===== config.mk =====
export PLATFORM = sky130hd
export DESIGN_NAME = rff_filter
export DESIGN_NICKNAME = d
export VERILOG_FILES = /design/src/verilog/rff_pkg.sv /design/src/verilog/rff_filter.sv
export SDC_FILE = /design/constraint.sdc
export NUM_CORES = 1
export LEC_CHECK = 0
export BUFFER_PORTS_ARGS = -buffer_cell sky130_fd_sc_hd__clkbuf_2
export CAP_MARGIN = 20
export CELL_PAD_IN_SITES_DETAIL_PLACEMENT = 1
export CELL_PAD_IN_SITES_GLOBAL_PLACEMENT = 1
export CORE_UTILIZATION = 40
export DETAILED_ROUTE_END_ITERATION = 16
export PLACE_DENSITY_LB_ADDON = 0.1
export SYNTH_ARGS = -nofsm -noshare
export SYNTH_HDL_FRONTEND = slang
export SYNTH_SLANG_ARGS = --single-unit
export TNS_END_PERCENT = 50

===== constraint.sdc =====
create_clock -name clk -period 9.8 [get_ports clk]
set_input_delay 1.96 -clock clk [delete_from_list [all_inputs] [get_ports clk]]
set_output_delay 1.96 -clock clk [all_outputs]
set_load 0.005 [all_outputs]

===== src/verilog/rff_pkg.sv =====
// Purpose: constants for the receive frame filter
// Assumes: axi4-lite register access, 32-bit data
// Notes:   register offsets are byte addresses
package rff_pkg;
  // ---------------------------------------------------------------
  // register map
  // ---------------------------------------------------------------
  localparam logic [7:0] RFF_OFS_CTRL     = 8'h00;
  localparam logic [7:0] RFF_OFS_STA_LO   = 8'h04;
  localparam logic [7:0] RFF_OFS_STA_HI   = 8'h08;
  localparam logic [7:0] RFF_OFS_HASH_LO  = 8'h0c;
  localparam logic [7:0] RFF_OFS_HASH_HI  = 8'h10;
  localparam logic [7:0] RFF_OFS_MASK_LO  = 8'h14;
  localparam logic [7:0] RFF_OFS_MASK_HI  = 8'h18;
  localparam logic [7:0] RFF_OFS_PAT      = 8'h1c;
  localparam logic [7:0] RFF_OFS_STATUS   = 8'h20;
  // ---------------------------------------------------------------
  // control bits and reset value
  // ---------------------------------------------------------------
  localparam int RFF_BIT_BCAST  = 0;
  localparam int RFF_BIT_MCAST  = 1;
  localparam int RFF_BIT_HASH   = 2;
  localparam int RFF_BIT_WAKE   = 3;
  localparam int RFF_BIT_PAT    = 4;
  localparam int RFF_BIT_FCS    = 5;
  localparam int RFF_BIT_AND    = 6;
  localparam int RFF_BIT_UCAST  = 7;
  localparam logic [7:0] RFF_CTRL_RST = 8'ha1;
  // ---------------------------------------------------------------
  // frame constants and bus response codes
  // ---------------------------------------------------------------
  localparam int          RFF_WIN_LEN   = 64;
  localparam logic [31:0] RFF_CRC_POLY  = 32'h04c11db7;
  localparam int          RFF_HASH_LSB  = 23;
  localparam int          RFF_DA_LEN    = 6;
  localparam int          RFF_WAKE_SYNC = 6;
  localparam int          RFF_WAKE_REPS = 16;
  localparam logic [2:0]  RFF_RESP_OK   = 3'h0;
  localparam logic [1:0]  RFF_RESP_ERR  = 2'h2;
endpackage : rff_pkg


===== src/verilog/rff_filter.sv =====
// Purpose: receive frame acceptance filter with axi4-lite registers
// Assumes: one frame byte per valid cycle, destination through fcs, fcs_ok with last
// Notes:   one verdict pulse per frame after the last byte
// Functional notes
// RQ1: and mode needs all enabled filters
// RQ2: or mode needs any enabled filter
// RQ3: fcs check bit discards bad crc
// RQ4: unicast filter matches station address
// RQ5: multicast filter checks group bit
// RQ6: broadcast filter matches all ones address
// RQ7: hash filter joins the decision
// RQ8: wake-up filter joins the decision
// RQ9: pattern filter joins the decision
// RQ10: pattern checksum equals expected sum
// RQ11: window offset counts from destination start
// RQ12: mask bit selects each window byte
// RQ13: masked bytes are skipped, not zeroed
// RQ14: window past frame end fails pattern
// RQ15: software keeps pattern offset even
// RQ16: wake-up sync then sixteen address copies
// RQ17: wake-up also needs unicast address match
// RQ18: big-endian one's complement checksum
// RQ19: crc-32 hash index bits 28:23
// RQ20: station address compared byte for byte
// RQ21: one verdict per frame after fcs
//
// Local design decisions: the register offsets and the AXI4-Lite register port.
`timescale 1ns/1ps
`default_nettype none
module rff_filter
  import rff_pkg::*;
(
  input  wire logic        clk,
  input  wire logic        rst,
  input  wire logic [7:0]  awaddr,
  input  wire logic        awvalid,
  output logic             awready,
  input  wire logic [31:0] wdata,
  input  wire logic [3:0]  wstrb,
  input  wire logic        wvalid,
  output logic             wready,
  output logic [1:0]       bresp,
  output logic             bvalid,
  input  wire logic        bready,
  input  wire logic [7:0]  araddr,
  input  wire logic        arvalid,
  output logic             arready,
  output logic [31:0]      rdata,
  output logic [1:0]       rresp,
  output logic             rvalid,
  input  wire logic        rready,
  input  wire logic        rx_valid,
  input  wire logic [7:0]  rx_data,
  input  wire logic        rx_last,
  input  wire logic        rx_fcs_ok,
  output logic             verdict_valid,
  output logic             verdict_accept
);
  // ---------------------------------------------------------------
  // register file
  // ---------------------------------------------------------------
  logic [7:0]  ctrl_ff;
  logic [47:0] sta_ff;
  logic [63:0] hash_ff;
  logic [63:0] mask_ff;
  logic [15:0] poff_ff;
  logic [15:0] psum_ff;
  logic [7:0]  last_ff;      // last verdict and per-filter hits
  logic        aw_got_ff, w_got_ff;
  logic [7:0]  aw_ff;
  logic [31:0] wd_ff;
  logic [3:0]  ws_ff;

  // byte lane merge, used for every writable word except ctrl, which takes lane 0 alone
  function automatic logic [31:0] merge(input logic [31:0] old, input logic [31:0] d,
                                        input logic [3:0] s);
    logic [31:0] r;
    r = old;
    for (int i = 0; i < 4; i++) begin
      if (s[i]) begin
        r[i*8 +: 8] = d[i*8 +: 8];
      end
    end
    return r;
  endfunction : merge
  // write happens once both address and data are held
  wire        wr_go   = aw_got_ff && w_got_ff && !bvalid;
  wire [31:0] nxt_sta_hi = merge({16'h0, sta_ff[47:32]}, wd_ff, ws_ff);
  wire        wr_hit  = (aw_ff == RFF_OFS_CTRL) || (aw_ff == RFF_OFS_STA_LO) ||
                        (aw_ff == RFF_OFS_STA_HI) || (aw_ff == RFF_OFS_HASH_LO) ||
                        (aw_ff == RFF_OFS_HASH_HI) || (aw_ff == RFF_OFS_MASK_LO) ||
                        (aw_ff == RFF_OFS_MASK_HI) || (aw_ff == RFF_OFS_PAT);
  wire [31:0] nxt_pat = merge({psum_ff, poff_ff}, wd_ff, ws_ff);
  // write channel; slave accepts address and data in either order
  always_ff @(posedge clk) begin
    if (rst) begin
      aw_got_ff <= 1'b0;
      w_got_ff  <= 1'b0;
      aw_ff     <= 8'h00;
      wd_ff     <= 32'h0000_0000;
      ws_ff     <= 4'h0;
      awready   <= 1'b0;
      wready    <= 1'b0;
      bvalid    <= 1'b0;
      bresp     <= 2'h0;
    end else begin
      awready <= !aw_got_ff && !awready && awvalid;
      wready  <= !w_got_ff && !wready && wvalid;
      if (awvalid && awready) begin
        aw_got_ff <= 1'b1;
        aw_ff     <= awaddr;
      end
      if (wvalid && wready) begin
        w_got_ff <= 1'b1;
        wd_ff    <= wdata;
        ws_ff    <= wstrb;
      end
      if (wr_go) begin
        bvalid    <= 1'b1;
        bresp     <= wr_hit ? RFF_RESP_OK[1:0] : RFF_RESP_ERR;
        aw_got_ff <= 1'b0;
        w_got_ff  <= 1'b0;
      end else if (bvalid && bready) begin
        bvalid <= 1'b0;
      end
    end
  end
  // register storage; ctrl steers the filters
  always_ff @(posedge clk) begin
    if (rst) begin
      ctrl_ff <= RFF_CTRL_RST;
      sta_ff  <= 48'h0;
      hash_ff <= 64'h0;
      mask_ff <= 64'h0;
      poff_ff <= 16'h0;
      psum_ff <= 16'h0;
    end else if (wr_go) begin
      case (aw_ff)
        RFF_OFS_CTRL:    ctrl_ff <= ws_ff[0] ? wd_ff[7:0] : ctrl_ff;
        RFF_OFS_STA_LO:  sta_ff[31:0]  <= merge(sta_ff[31:0], wd_ff, ws_ff);
        RFF_OFS_STA_HI:  sta_ff[47:32] <= nxt_sta_hi[15:0];
        RFF_OFS_HASH_LO: hash_ff[31:0]  <= merge(hash_ff[31:0], wd_ff, ws_ff);
        RFF_OFS_HASH_HI: hash_ff[63:32] <= merge(hash_ff[63:32], wd_ff, ws_ff);
        RFF_OFS_MASK_LO: mask_ff[31:0]  <= merge(mask_ff[31:0], wd_ff, ws_ff);
        RFF_OFS_MASK_HI: mask_ff[63:32] <= merge(mask_ff[63:32], wd_ff, ws_ff);
        RFF_OFS_PAT: begin
          poff_ff <= nxt_pat[15:0];
          psum_ff <= nxt_pat[31:16];
        end
        default: ;
      endcase
    end
  end
  // read channel: one-cycle decode, unmapped answers slverr
  logic [31:0] rd_mux;
  logic        rd_hit;
  always_comb begin
    rd_hit = 1'b1;
    case (araddr)
      RFF_OFS_CTRL:    rd_mux = {24'h0, ctrl_ff};
      RFF_OFS_STA_LO:  rd_mux = sta_ff[31:0];
      RFF_OFS_STA_HI:  rd_mux = {16'h0, sta_ff[47:32]};
      RFF_OFS_HASH_LO: rd_mux = hash_ff[31:0];
      RFF_OFS_HASH_HI: rd_mux = hash_ff[63:32];
      RFF_OFS_MASK_LO: rd_mux = mask_ff[31:0];
      RFF_OFS_MASK_HI: rd_mux = mask_ff[63:32];
      RFF_OFS_PAT:     rd_mux = {psum_ff, poff_ff};
      RFF_OFS_STATUS:  rd_mux = {24'h0, last_ff};
      default: begin
        rd_mux = 32'h0;
        rd_hit = 1'b0;
      end
    endcase
  end
  always_ff @(posedge clk) begin
    if (rst) begin
      arready <= 1'b0;
      rvalid  <= 1'b0;
      rdata   <= 32'h0;
      rresp   <= 2'h0;
    end else begin
      arready <= arvalid && !arready && !rvalid;
      if (arvalid && arready) begin
        rvalid <= 1'b1;
        rdata  <= rd_mux;
        rresp  <= rd_hit ? RFF_RESP_OK[1:0] : RFF_RESP_ERR;
      end else if (rvalid && rready) begin
        rvalid <= 1'b0;
      end
    end
  end
  // ---------------------------------------------------------------
  // frame side
  // ---------------------------------------------------------------
  logic [15:0] pos_ff;       // byte index from destination start
  logic        da_ff;        // destination still matches station address
  logic        bc_ff;        // destination all ones so far
  logic        mc_ff;        // group bit of first byte
  logic [31:0] crc_ff;
  logic [16:0] sum_ff;       // one's complement accumulator
  logic [7:0]  hi_ff;        // pending high byte of a word
  logic        odd_ff;       // high byte pending
  logic [6:0]  wake_ff;      // wake-up sequence progress
  logic        wake_hit_ff;
  // crc over one byte, lsb first per ethernet
  function automatic logic [31:0] crc_byte(input logic [31:0] c, input logic [7:0] d);
    logic [31:0] r;
    r = c;
    for (int i = 0; i < 8; i++) begin
      r = (r[31] ^ d[i]) ? ((r << 1) ^ RFF_CRC_POLY) : (r << 1);
    end
    return r;
  endfunction : crc_byte
  // one's complement add with end-around carry
  function automatic logic [16:0] oc_add(input logic [16:0] a, input logic [15:0] b);
    logic [16:0] s;
    s = {1'b0, a[15:0]} + {1'b0, b} + {16'h0, a[16]};
    return s;
  endfunction : oc_add
  wire [15:0] off_rel  = pos_ff - poff_ff;                            // RQ11
  wire        in_win   = (pos_ff >= poff_ff) && (off_rel < 16'(RFF_WIN_LEN));
  wire        sel_byte = in_win && mask_ff[off_rel[5:0]];            // RQ12
  wire [7:0]  sta_byte = sta_ff[8*(5 - (pos_ff < 16'(RFF_DA_LEN) ? pos_ff[2:0] : 3'h0)) +: 8];
  wire        in_da    = pos_ff < 16'(RFF_DA_LEN);
  wire [2:0]  wk_adr   = (wake_ff >= 7'(RFF_WAKE_SYNC)) ? 3'(((wake_ff - 7'(RFF_WAKE_SYNC)) % 7'd6)) : 3'h0;
  wire [7:0]  wk_exp   = (wake_ff < 7'(RFF_WAKE_SYNC)) ? 8'hff : sta_ff[8*(5 - wk_adr) +: 8];
  localparam logic [6:0] WK_DONE = 7'(RFF_WAKE_SYNC + RFF_WAKE_REPS * RFF_DA_LEN);
  // the closing byte may still sit in the window, so it is summed before the decision
  wire        odd_cur  = sel_byte ? !odd_ff : odd_ff;
  wire [7:0]  hi_cur   = (sel_byte && !odd_ff) ? rx_data : hi_ff;
  wire [16:0] sum_cur  = (sel_byte && odd_ff) ? oc_add(sum_ff, {hi_ff, rx_data}) : sum_ff;  // RQ18
  // a surplus all-ones byte keeps the sync count instead of restarting it
  wire [6:0]  nxt_wake = (rx_data == wk_exp) ? wake_ff + 7'h1 :
                         (rx_data != 8'hff) ? 7'h0 :
                         (wake_ff == 7'(RFF_WAKE_SYNC)) ? wake_ff : 7'h1;
  // per-byte filter state
  always_ff @(posedge clk) begin
    if (rst || (rx_valid && rx_last)) begin
      pos_ff      <= 16'h0;
      da_ff       <= 1'b1;
      bc_ff       <= 1'b1;
      mc_ff       <= 1'b0;
      crc_ff      <= 32'hffff_ffff;
      sum_ff      <= 17'h0;
      hi_ff       <= 8'h0;
      odd_ff      <= 1'b0;
      wake_ff     <= 7'h0;
      wake_hit_ff <= 1'b0;
    end else if (rx_valid) begin
      pos_ff <= pos_ff + 16'h1;
      if (in_da) begin
        da_ff  <= da_ff && (rx_data == sta_byte);                    // RQ20
        bc_ff  <= bc_ff && (rx_data == 8'hff);                       // RQ6
        crc_ff <= crc_byte(crc_ff, rx_data);                         // RQ19
        mc_ff  <= (pos_ff == 16'h0) ? rx_data[0] : mc_ff;            // RQ5
      end
      odd_ff <= odd_cur;                                             // RQ13
      hi_ff  <= hi_cur;
      sum_ff <= sum_cur;
      // wake-up scan restarts on mismatch; an all-ones byte may restart sync
      if (!in_da && !wake_hit_ff) begin                              // RQ16
        wake_ff     <= (nxt_wake == WK_DONE) ? 7'h0 : nxt_wake;
        wake_hit_ff <= (nxt_wake == WK_DONE);
      end
    end
  end
  // final decision on the last byte
  wire [16:0] sum_fin  = odd_cur ? oc_add(sum_cur, {hi_cur, 8'h00}) : sum_cur;
  wire [16:0] sum_fold = oc_add({1'b0, sum_fin[15:0]}, {15'h0, sum_fin[16]});
  wire        win_fits = (32'(poff_ff) + 32'(RFF_WIN_LEN)) <= (32'(pos_ff) + 32'h1);  // RQ14
  wire        hit_pat  = win_fits && (~sum_fold[15:0] == psum_ff);  // RQ10
  wire [5:0]  hidx     = crc_ff[RFF_HASH_LSB +: 6];
  wire        hit_hash = hash_ff[hidx];                              // RQ19
  wire        hit_wake = da_ff && wake_hit_ff;                       // RQ17
  wire [7:0]  en       = ctrl_ff;
  wire [6:0]  all_en   = {en[RFF_BIT_UCAST], en[RFF_BIT_PAT], en[RFF_BIT_WAKE], en[RFF_BIT_HASH],
                          en[RFF_BIT_MCAST], en[RFF_BIT_BCAST], 1'b0};
  wire [6:0]  all_hit  = {da_ff, hit_pat, hit_wake, hit_hash, mc_ff, bc_ff, 1'b0};  // RQ4 RQ7 RQ8 RQ9
  wire        and_ok   = &(~all_en | all_hit);                       // RQ1
  wire        or_ok    = |(all_en & all_hit);                        // RQ2
  wire        comb_ok  = en[RFF_BIT_AND] ? and_ok : or_ok;
  wire        fcs_ok   = !en[RFF_BIT_FCS] || rx_fcs_ok;              // RQ3
  always_ff @(posedge clk) begin
    if (rst) begin
      verdict_valid  <= 1'b0;
      verdict_accept <= 1'b0;
      last_ff        <= 8'h0;
    end else begin
      verdict_valid <= rx_valid && rx_last;                         // RQ21
      if (rx_valid && rx_last) begin
        verdict_accept <= comb_ok && fcs_ok;
        last_ff        <= {comb_ok && fcs_ok, all_hit[6:1], rx_fcs_ok};
      end
    end
  end
endmodule : rff_filter
`default_nettype wire


==> flow_summary.html <==
<table>
<tr><th>Metric</th><th>Value</th></tr>
<tr><th colspan="2">Status</th></tr>
<tr><td>Status</td><td>completed</td></tr>
<tr><th colspan="2">Clock tree</th></tr>
<tr><td>TritonCTS sink count</td><td>a little under 400</td></tr>
<tr><td>Number of buffers inserted during clock tree synthesis</td><td>47</td></tr>
<tr><td>Clk buf depth</td><td>3</td></tr>
<tr><td>Count of buffers added by post-CTS timing repair for setup</td><td>0</td></tr>
<tr><td>Clock latency on the worst-skew pair</td><td>0.62 ns</td></tr>
<tr><td>Clock edge transition at the registers on the reported setup and hold paths</td><td>around 0.060 ns</td></tr>
<tr><td>Number of H-tree levels</td><td>2</td></tr>
<tr><td>Clock tree from TritonCTS</td><td>built</td></tr>
<tr><td>Clock tree root buffer cell</td><td>clkbuf_16</td></tr>
<tr><th colspan="2">Drt</th></tr>
<tr><td>Met3 WL</td><td>4430 um</td></tr>
<tr><td>Wire length on met2</td><td>40100 um</td></tr>
<tr><td>M1 WL</td><td>38100 um</td></tr>
<tr><td>DRC violation count after routing</td><td>0</td></tr>
<tr><td>DR pass1 iterations</td><td>9</td></tr>
<tr><td>Number of violations reported at the end of detailed-routing iteration 0</td><td>roughly 1.8k</td></tr>
<tr><td>Average wire per standard cell</td><td>24.0 um</td></tr>
<tr><td>DR vias/cell</td><td>6.03</td></tr>
<tr><td>Remaining antenna violation count after routing</td><td>0</td></tr>
<tr><td>Highest routed metal layer</td><td>met4</td></tr>
<tr><td>Detailed-route via count</td><td>21.6k</td></tr>
<tr><td>Total Routed Length</td><td>85900 um</td></tr>
<tr><th colspan="2">Floorplanning</th></tr>
<tr><td>I/O pins</td><td>113</td></tr>
<tr><td>Cell row count</td><td>87</td></tr>
<tr><td>Effective utilization at floorplan</td><td>40.7%</td></tr>
<tr><td>Floorplan die width</td><td>about 240 um</td></tr>
<tr><td>Area of the die</td><td>58500 um^2</td></tr>
<tr><td>Floorplan Core Area</td><td>56600 um^2</td></tr>
<tr><td>Floorplan die height</td><td>242 um</td></tr>
<tr><th colspan="2">Setup path</th></tr>
<tr><td>Critical Path RT</td><td>between 10 and 15 ns</td></tr>
<tr><td>Element type at the critical path start</td><td>flop</td></tr>
<tr><td>Total stage count of the critical path</td><td>39</td></tr>
<tr><td>Critical-path cell with the highest stage delay</td><td>a211oi_1</td></tr>
<tr><td>Cell type group with the largest total delay on the critical path</td><td>compound AO/OA/AOI/OAI gates</td></tr>
<tr><td>Delay of the slowest critical-path stage</td><td>roughly 0.57 ns</td></tr>
<tr><td>Reg2Reg Depth</td><td>39</td></tr>
<tr><td>Data arrival time of the critical path</td><td>9.71 ns</td></tr>
<tr><td>Worst Path Class, Setup</td><td>flop to flop</td></tr>
<tr><td>Dominant cell type by count on the critical path</td><td>ha_1</td></tr>
<tr><td>Endpoint class of the critical path</td><td>flop</td></tr>
<tr><td>Highest net fanout along the worst path</td><td>29</td></tr>
<tr><td>CP Buf/Inv Count</td><td>3</td></tr>
<tr><th colspan="2">Timing</th></tr>
<tr><td>Setup Viol. Count Final</td><td>0</td></tr>
<tr><td>Tightest slew margin relative to the limit</td><td>a little over a quarter</td></tr>
<tr><td>RSZ-0062 raised after global routing</td><td>no</td></tr>
<tr><td>Final hold vios</td><td>0</td></tr>
<tr><td>Max Clk Rate</td><td>0.109 GHz</td></tr>
<tr><td>Measured slew at the worst slew-check pin</td><td>1.08 ns</td></tr>
<tr><td>Post-route minimum period</td><td>9.15 ns</td></tr>
<tr><td>Final period utilization</td><td>between 90 and 100%</td></tr>
<tr><td>Final number of max-transition violations</td><td>0</td></tr>
<tr><td>Aggregate negative setup slack</td><td>0 ns</td></tr>
<tr><td>Final clock skew</td><td>0.0283 ns</td></tr>
<tr><th colspan="2">Worst hold path</th></tr>
<tr><td>Worst Hold Class</td><td>flop to flop</td></tr>
<tr><td>Cell depth of the worst hold path</td><td>1</td></tr>
<tr><th colspan="2">Place</th></tr>
<tr><td>Placer Congestion</td><td>0.913</td></tr>
<tr><td>Post-detailed-placement cell area</td><td>24200 um^2</td></tr>
<tr><td>Post-Place Cells</td><td>3495</td></tr>
<tr><td>DPL Wire Length</td><td>62500 um</td></tr>
<tr><td>Port Buf Inserts</td><td>110</td></tr>
<tr><th colspan="2">Yosys</th></tr>
<tr><td>Most frequent cell after synthesis</td><td>nand2_1</td></tr>
<tr><td>Combined area of all synthesized cells</td><td>23000 um^2</td></tr>
<tr><td>Synthesis Warnings</td><td>0</td></tr>
<tr><td>EDFF count, synth</td><td>0</td></tr>
<tr><td>Post-synth ARST share</td><td>0%</td></tr>
<tr><td>Primary flip-flop cell chosen by synthesis mapping</td><td>dfxtp_1</td></tr>
<tr><td>Synthesized flop and latch total</td><td>395</td></tr>
<tr><td>Cell taking the most area after synthesis</td><td>dfxtp_1</td></tr>
<tr><td>Synthesized area divided by synthesized cell count</td><td>a little over 8 um^2</td></tr>
<tr><td>Synth area leaders</td><td>dfxtp_1, a21oi_1, nand2_1, mux4_2, mux2i_1</td></tr>
<tr><td>Sequential fraction of the synthesis area</td><td>34.4%</td></tr>
<tr><td>Cell types with the highest counts after synthesis</td><td>nand2_1, dfxtp_1, a21oi_1, nor2_1, nand3_1</td></tr>
<tr><td>Area fraction of the dominant cell type after synthesis</td><td>around a third</td></tr>
<tr><td>Number of instances in the synthesized netlist</td><td>2775</td></tr>
<tr><td>Number of distinct library cells after synthesis</td><td>between 100 and 150</td></tr>
<tr><th colspan="2">Finish</th></tr>
<tr><td>Finished layout cell area</td><td>25700 um^2</td></tr>
<tr><td>Layout cells sized above 1</td><td>12.1%</td></tr>
<tr><td>Total of fill cells in the finished design</td><td>between 6k and 7k</td></tr>
<tr><td>Synthesis-to-layout area growth</td><td>11.7%</td></tr>
<tr><td>Seq. cell area</td><td>7910 um^2</td></tr>
<tr><td>Post-Route Utilization</td><td>45.4%</td></tr>
<tr><td>Area taken by multi-input logic gates</td><td>approximately 14000 um^2</td></tr>
<tr><td>Number of nets at the end of the flow</td><td>2938</td></tr>
<tr><td>Antenna fix cells</td><td>0</td></tr>
<tr><td>Number of cells in the finished layout apart from fillers</td><td>3582</td></tr>
<tr><th colspan="2">Job</th></tr>
<tr><td>Max capacitance violation total</td><td>0</td></tr>
<tr><th colspan="2">Power and ir drop</th></tr>
<tr><td>Total power after layout</td><td>just under 4000 uW</td></tr>
<tr><td>Largest vdd supply drop</td><td>roughly 130 uV</td></tr>
<tr><td>Leakage</td><td>between 0.009 and 0.01 uW</td></tr>
<tr><td>Cell area power density</td><td>151 nW/um^2</td></tr>
<tr><th colspan="2">Global routing</th></tr>
<tr><td>Number of antenna violations at the first check in global routing</td><td>1</td></tr>
<tr><td>Overall overflow remaining after global route</td><td>0</td></tr>
<tr><td>Via count of the first global-routing pass</td><td>22.0k</td></tr>
<tr><td>GRT Overall Usage</td><td>28.9%</td></tr>
<tr><td>Maximum number of pins on one net before global-route repair</td><td>125</td></tr>
<tr><td>Global-route wire length before repair</td><td>133000 um</td></tr>
</table>
==> through the flow <==
step	worst slack, ns	hold slack (ns)
global route	0.0556	0.472
CTS	0.709	0.459
detailed placement	0.712	0.451
finish	0.647	0.454
floorplan	0.969	0.416
global placement	1.08	0.438
==> cells by family (layout without fill, tap and decap cells) <==
kind of cell | Yosys count | count (layout) | share of synthesized area, %
other | 1 | 2 | 0.0163
adder cells (fa/ha/maj) | 77 | 77 | 4.28
flip-flops | 395 | 395 | 34.4
XOR/XNOR | 170 | 170 | 6.53
buffers and inverters | 257 | 307 | 4.40
AO/OA/AOI/OAI | 673 | 673 | 19.1
multiplexers | 184 | 184 | 10.9
AND/OR/NAND/NOR | 1018 | 1018 | 20.4
==> power by group <==
part / internal, uW / switching, uW
Sequential: 1640 / 47.8
Combinational: 185 / 271
Clock: 997 / 738
Total: 2820 / 1060
==> area by class of cell <==
cell class                      count  share of cell area [%]
Tap cell                          756                    3.68
Multi-Input combinational cell   2124                    55.1
Inverter                           65                   0.949
Clock inverter                     14                   0.633
Sequential cell                   395                    30.8
Timing Repair Buffer              158                    3.68
Clock buffer                       70                    5.19
==> state kept, by name (all words and copies together), names as in the netlist, 16 cells and up <==
| name | cells |
|---|---|
| rdata | 32 |
| sum_ff | 17 |
| hash_ff | 64 |
| crc_ff | 32 |
| wd_ff | 32 |
| poff_ff | 16 |
| pos_ff | 16 |
| sta_ff | 48 |
| psum_ff | 16 |
| mask_ff | 64 |
==> placed cells by master (no fill, tap or decap), types with 9 or more instances in the layout <==
| master | instances |
|---|---|
| ha_1 | 74 |
| and2_1 | 16 |
| and3_1 | 25 |
| mux2_2 | 20 |
| clkbuf_16 | 48 |
| inv_1 | 64 |
| a22o_1 | 11 |
| clkbuf_1 | 17 |
| xor2_1 | 59 |
| nand3b_1 | 14 |
| o21ai_0 | 49 |
| xnor2_1 | 110 |
| dfxtp_1 | 394 |
| a211oi_1 | 37 |
| a31oi_1 | 26 |
| nor2_1 | 238 |
| a222oi_1 | 48 |
| nand3_1 | 159 |
| mux4_2 | 50 |
| nand2b_1 | 17 |
| a21oi_1 | 310 |
| a21o_1 | 19 |
| a22oi_1 | 33 |
| clkbuf_2 | 109 |
| clkinv_2 | 9 |
| o211ai_1 | 42 |
| buf_4 | 46 |
| nor2b_1 | 28 |
| mux2i_1 | 112 |
| nand4_1 | 16 |
| nand2_1 | 398 |
| nor3_1 | 31 |
==> path summary, 6_finish.rpt <==
check | startpoint | to | slack (ns)
worst max-delay path | poff_ff[1]$_SDFFE_PP0P_ | verdict_accept$_SDFFE_PP0P_ | 0.65
worst min-delay path | rvalid$_SDFFE_PP0P_ | arready$_SDFF_PP0_ | 0.45
worst max register to register | poff_ff[1]$_SDFFE_PP0P_ | verdict_accept$_SDFFE_PP0P_ | 0.65
worst min register to register | rvalid$_SDFFE_PP0P_ | arready$_SDFF_PP0_ | 0.45
==> what timing repair did <==
action / in CTS / in global routing
endpoints found under the hold margin: 0 / 0
resized for setup: 0 / 2
setup endpoints to repair: 0 / 2
hold buffers: 0 / 0
==> metal layers <==
layer  GRT usage [%]  vias to the layer above
met5               0                        -
met4            11.4                        0
met1            38.4                    10800
met3            3.52                      150
li1                -                    10000
met2            47.5                      594
No activity file was read; power rests on OpenSTA's default activity.
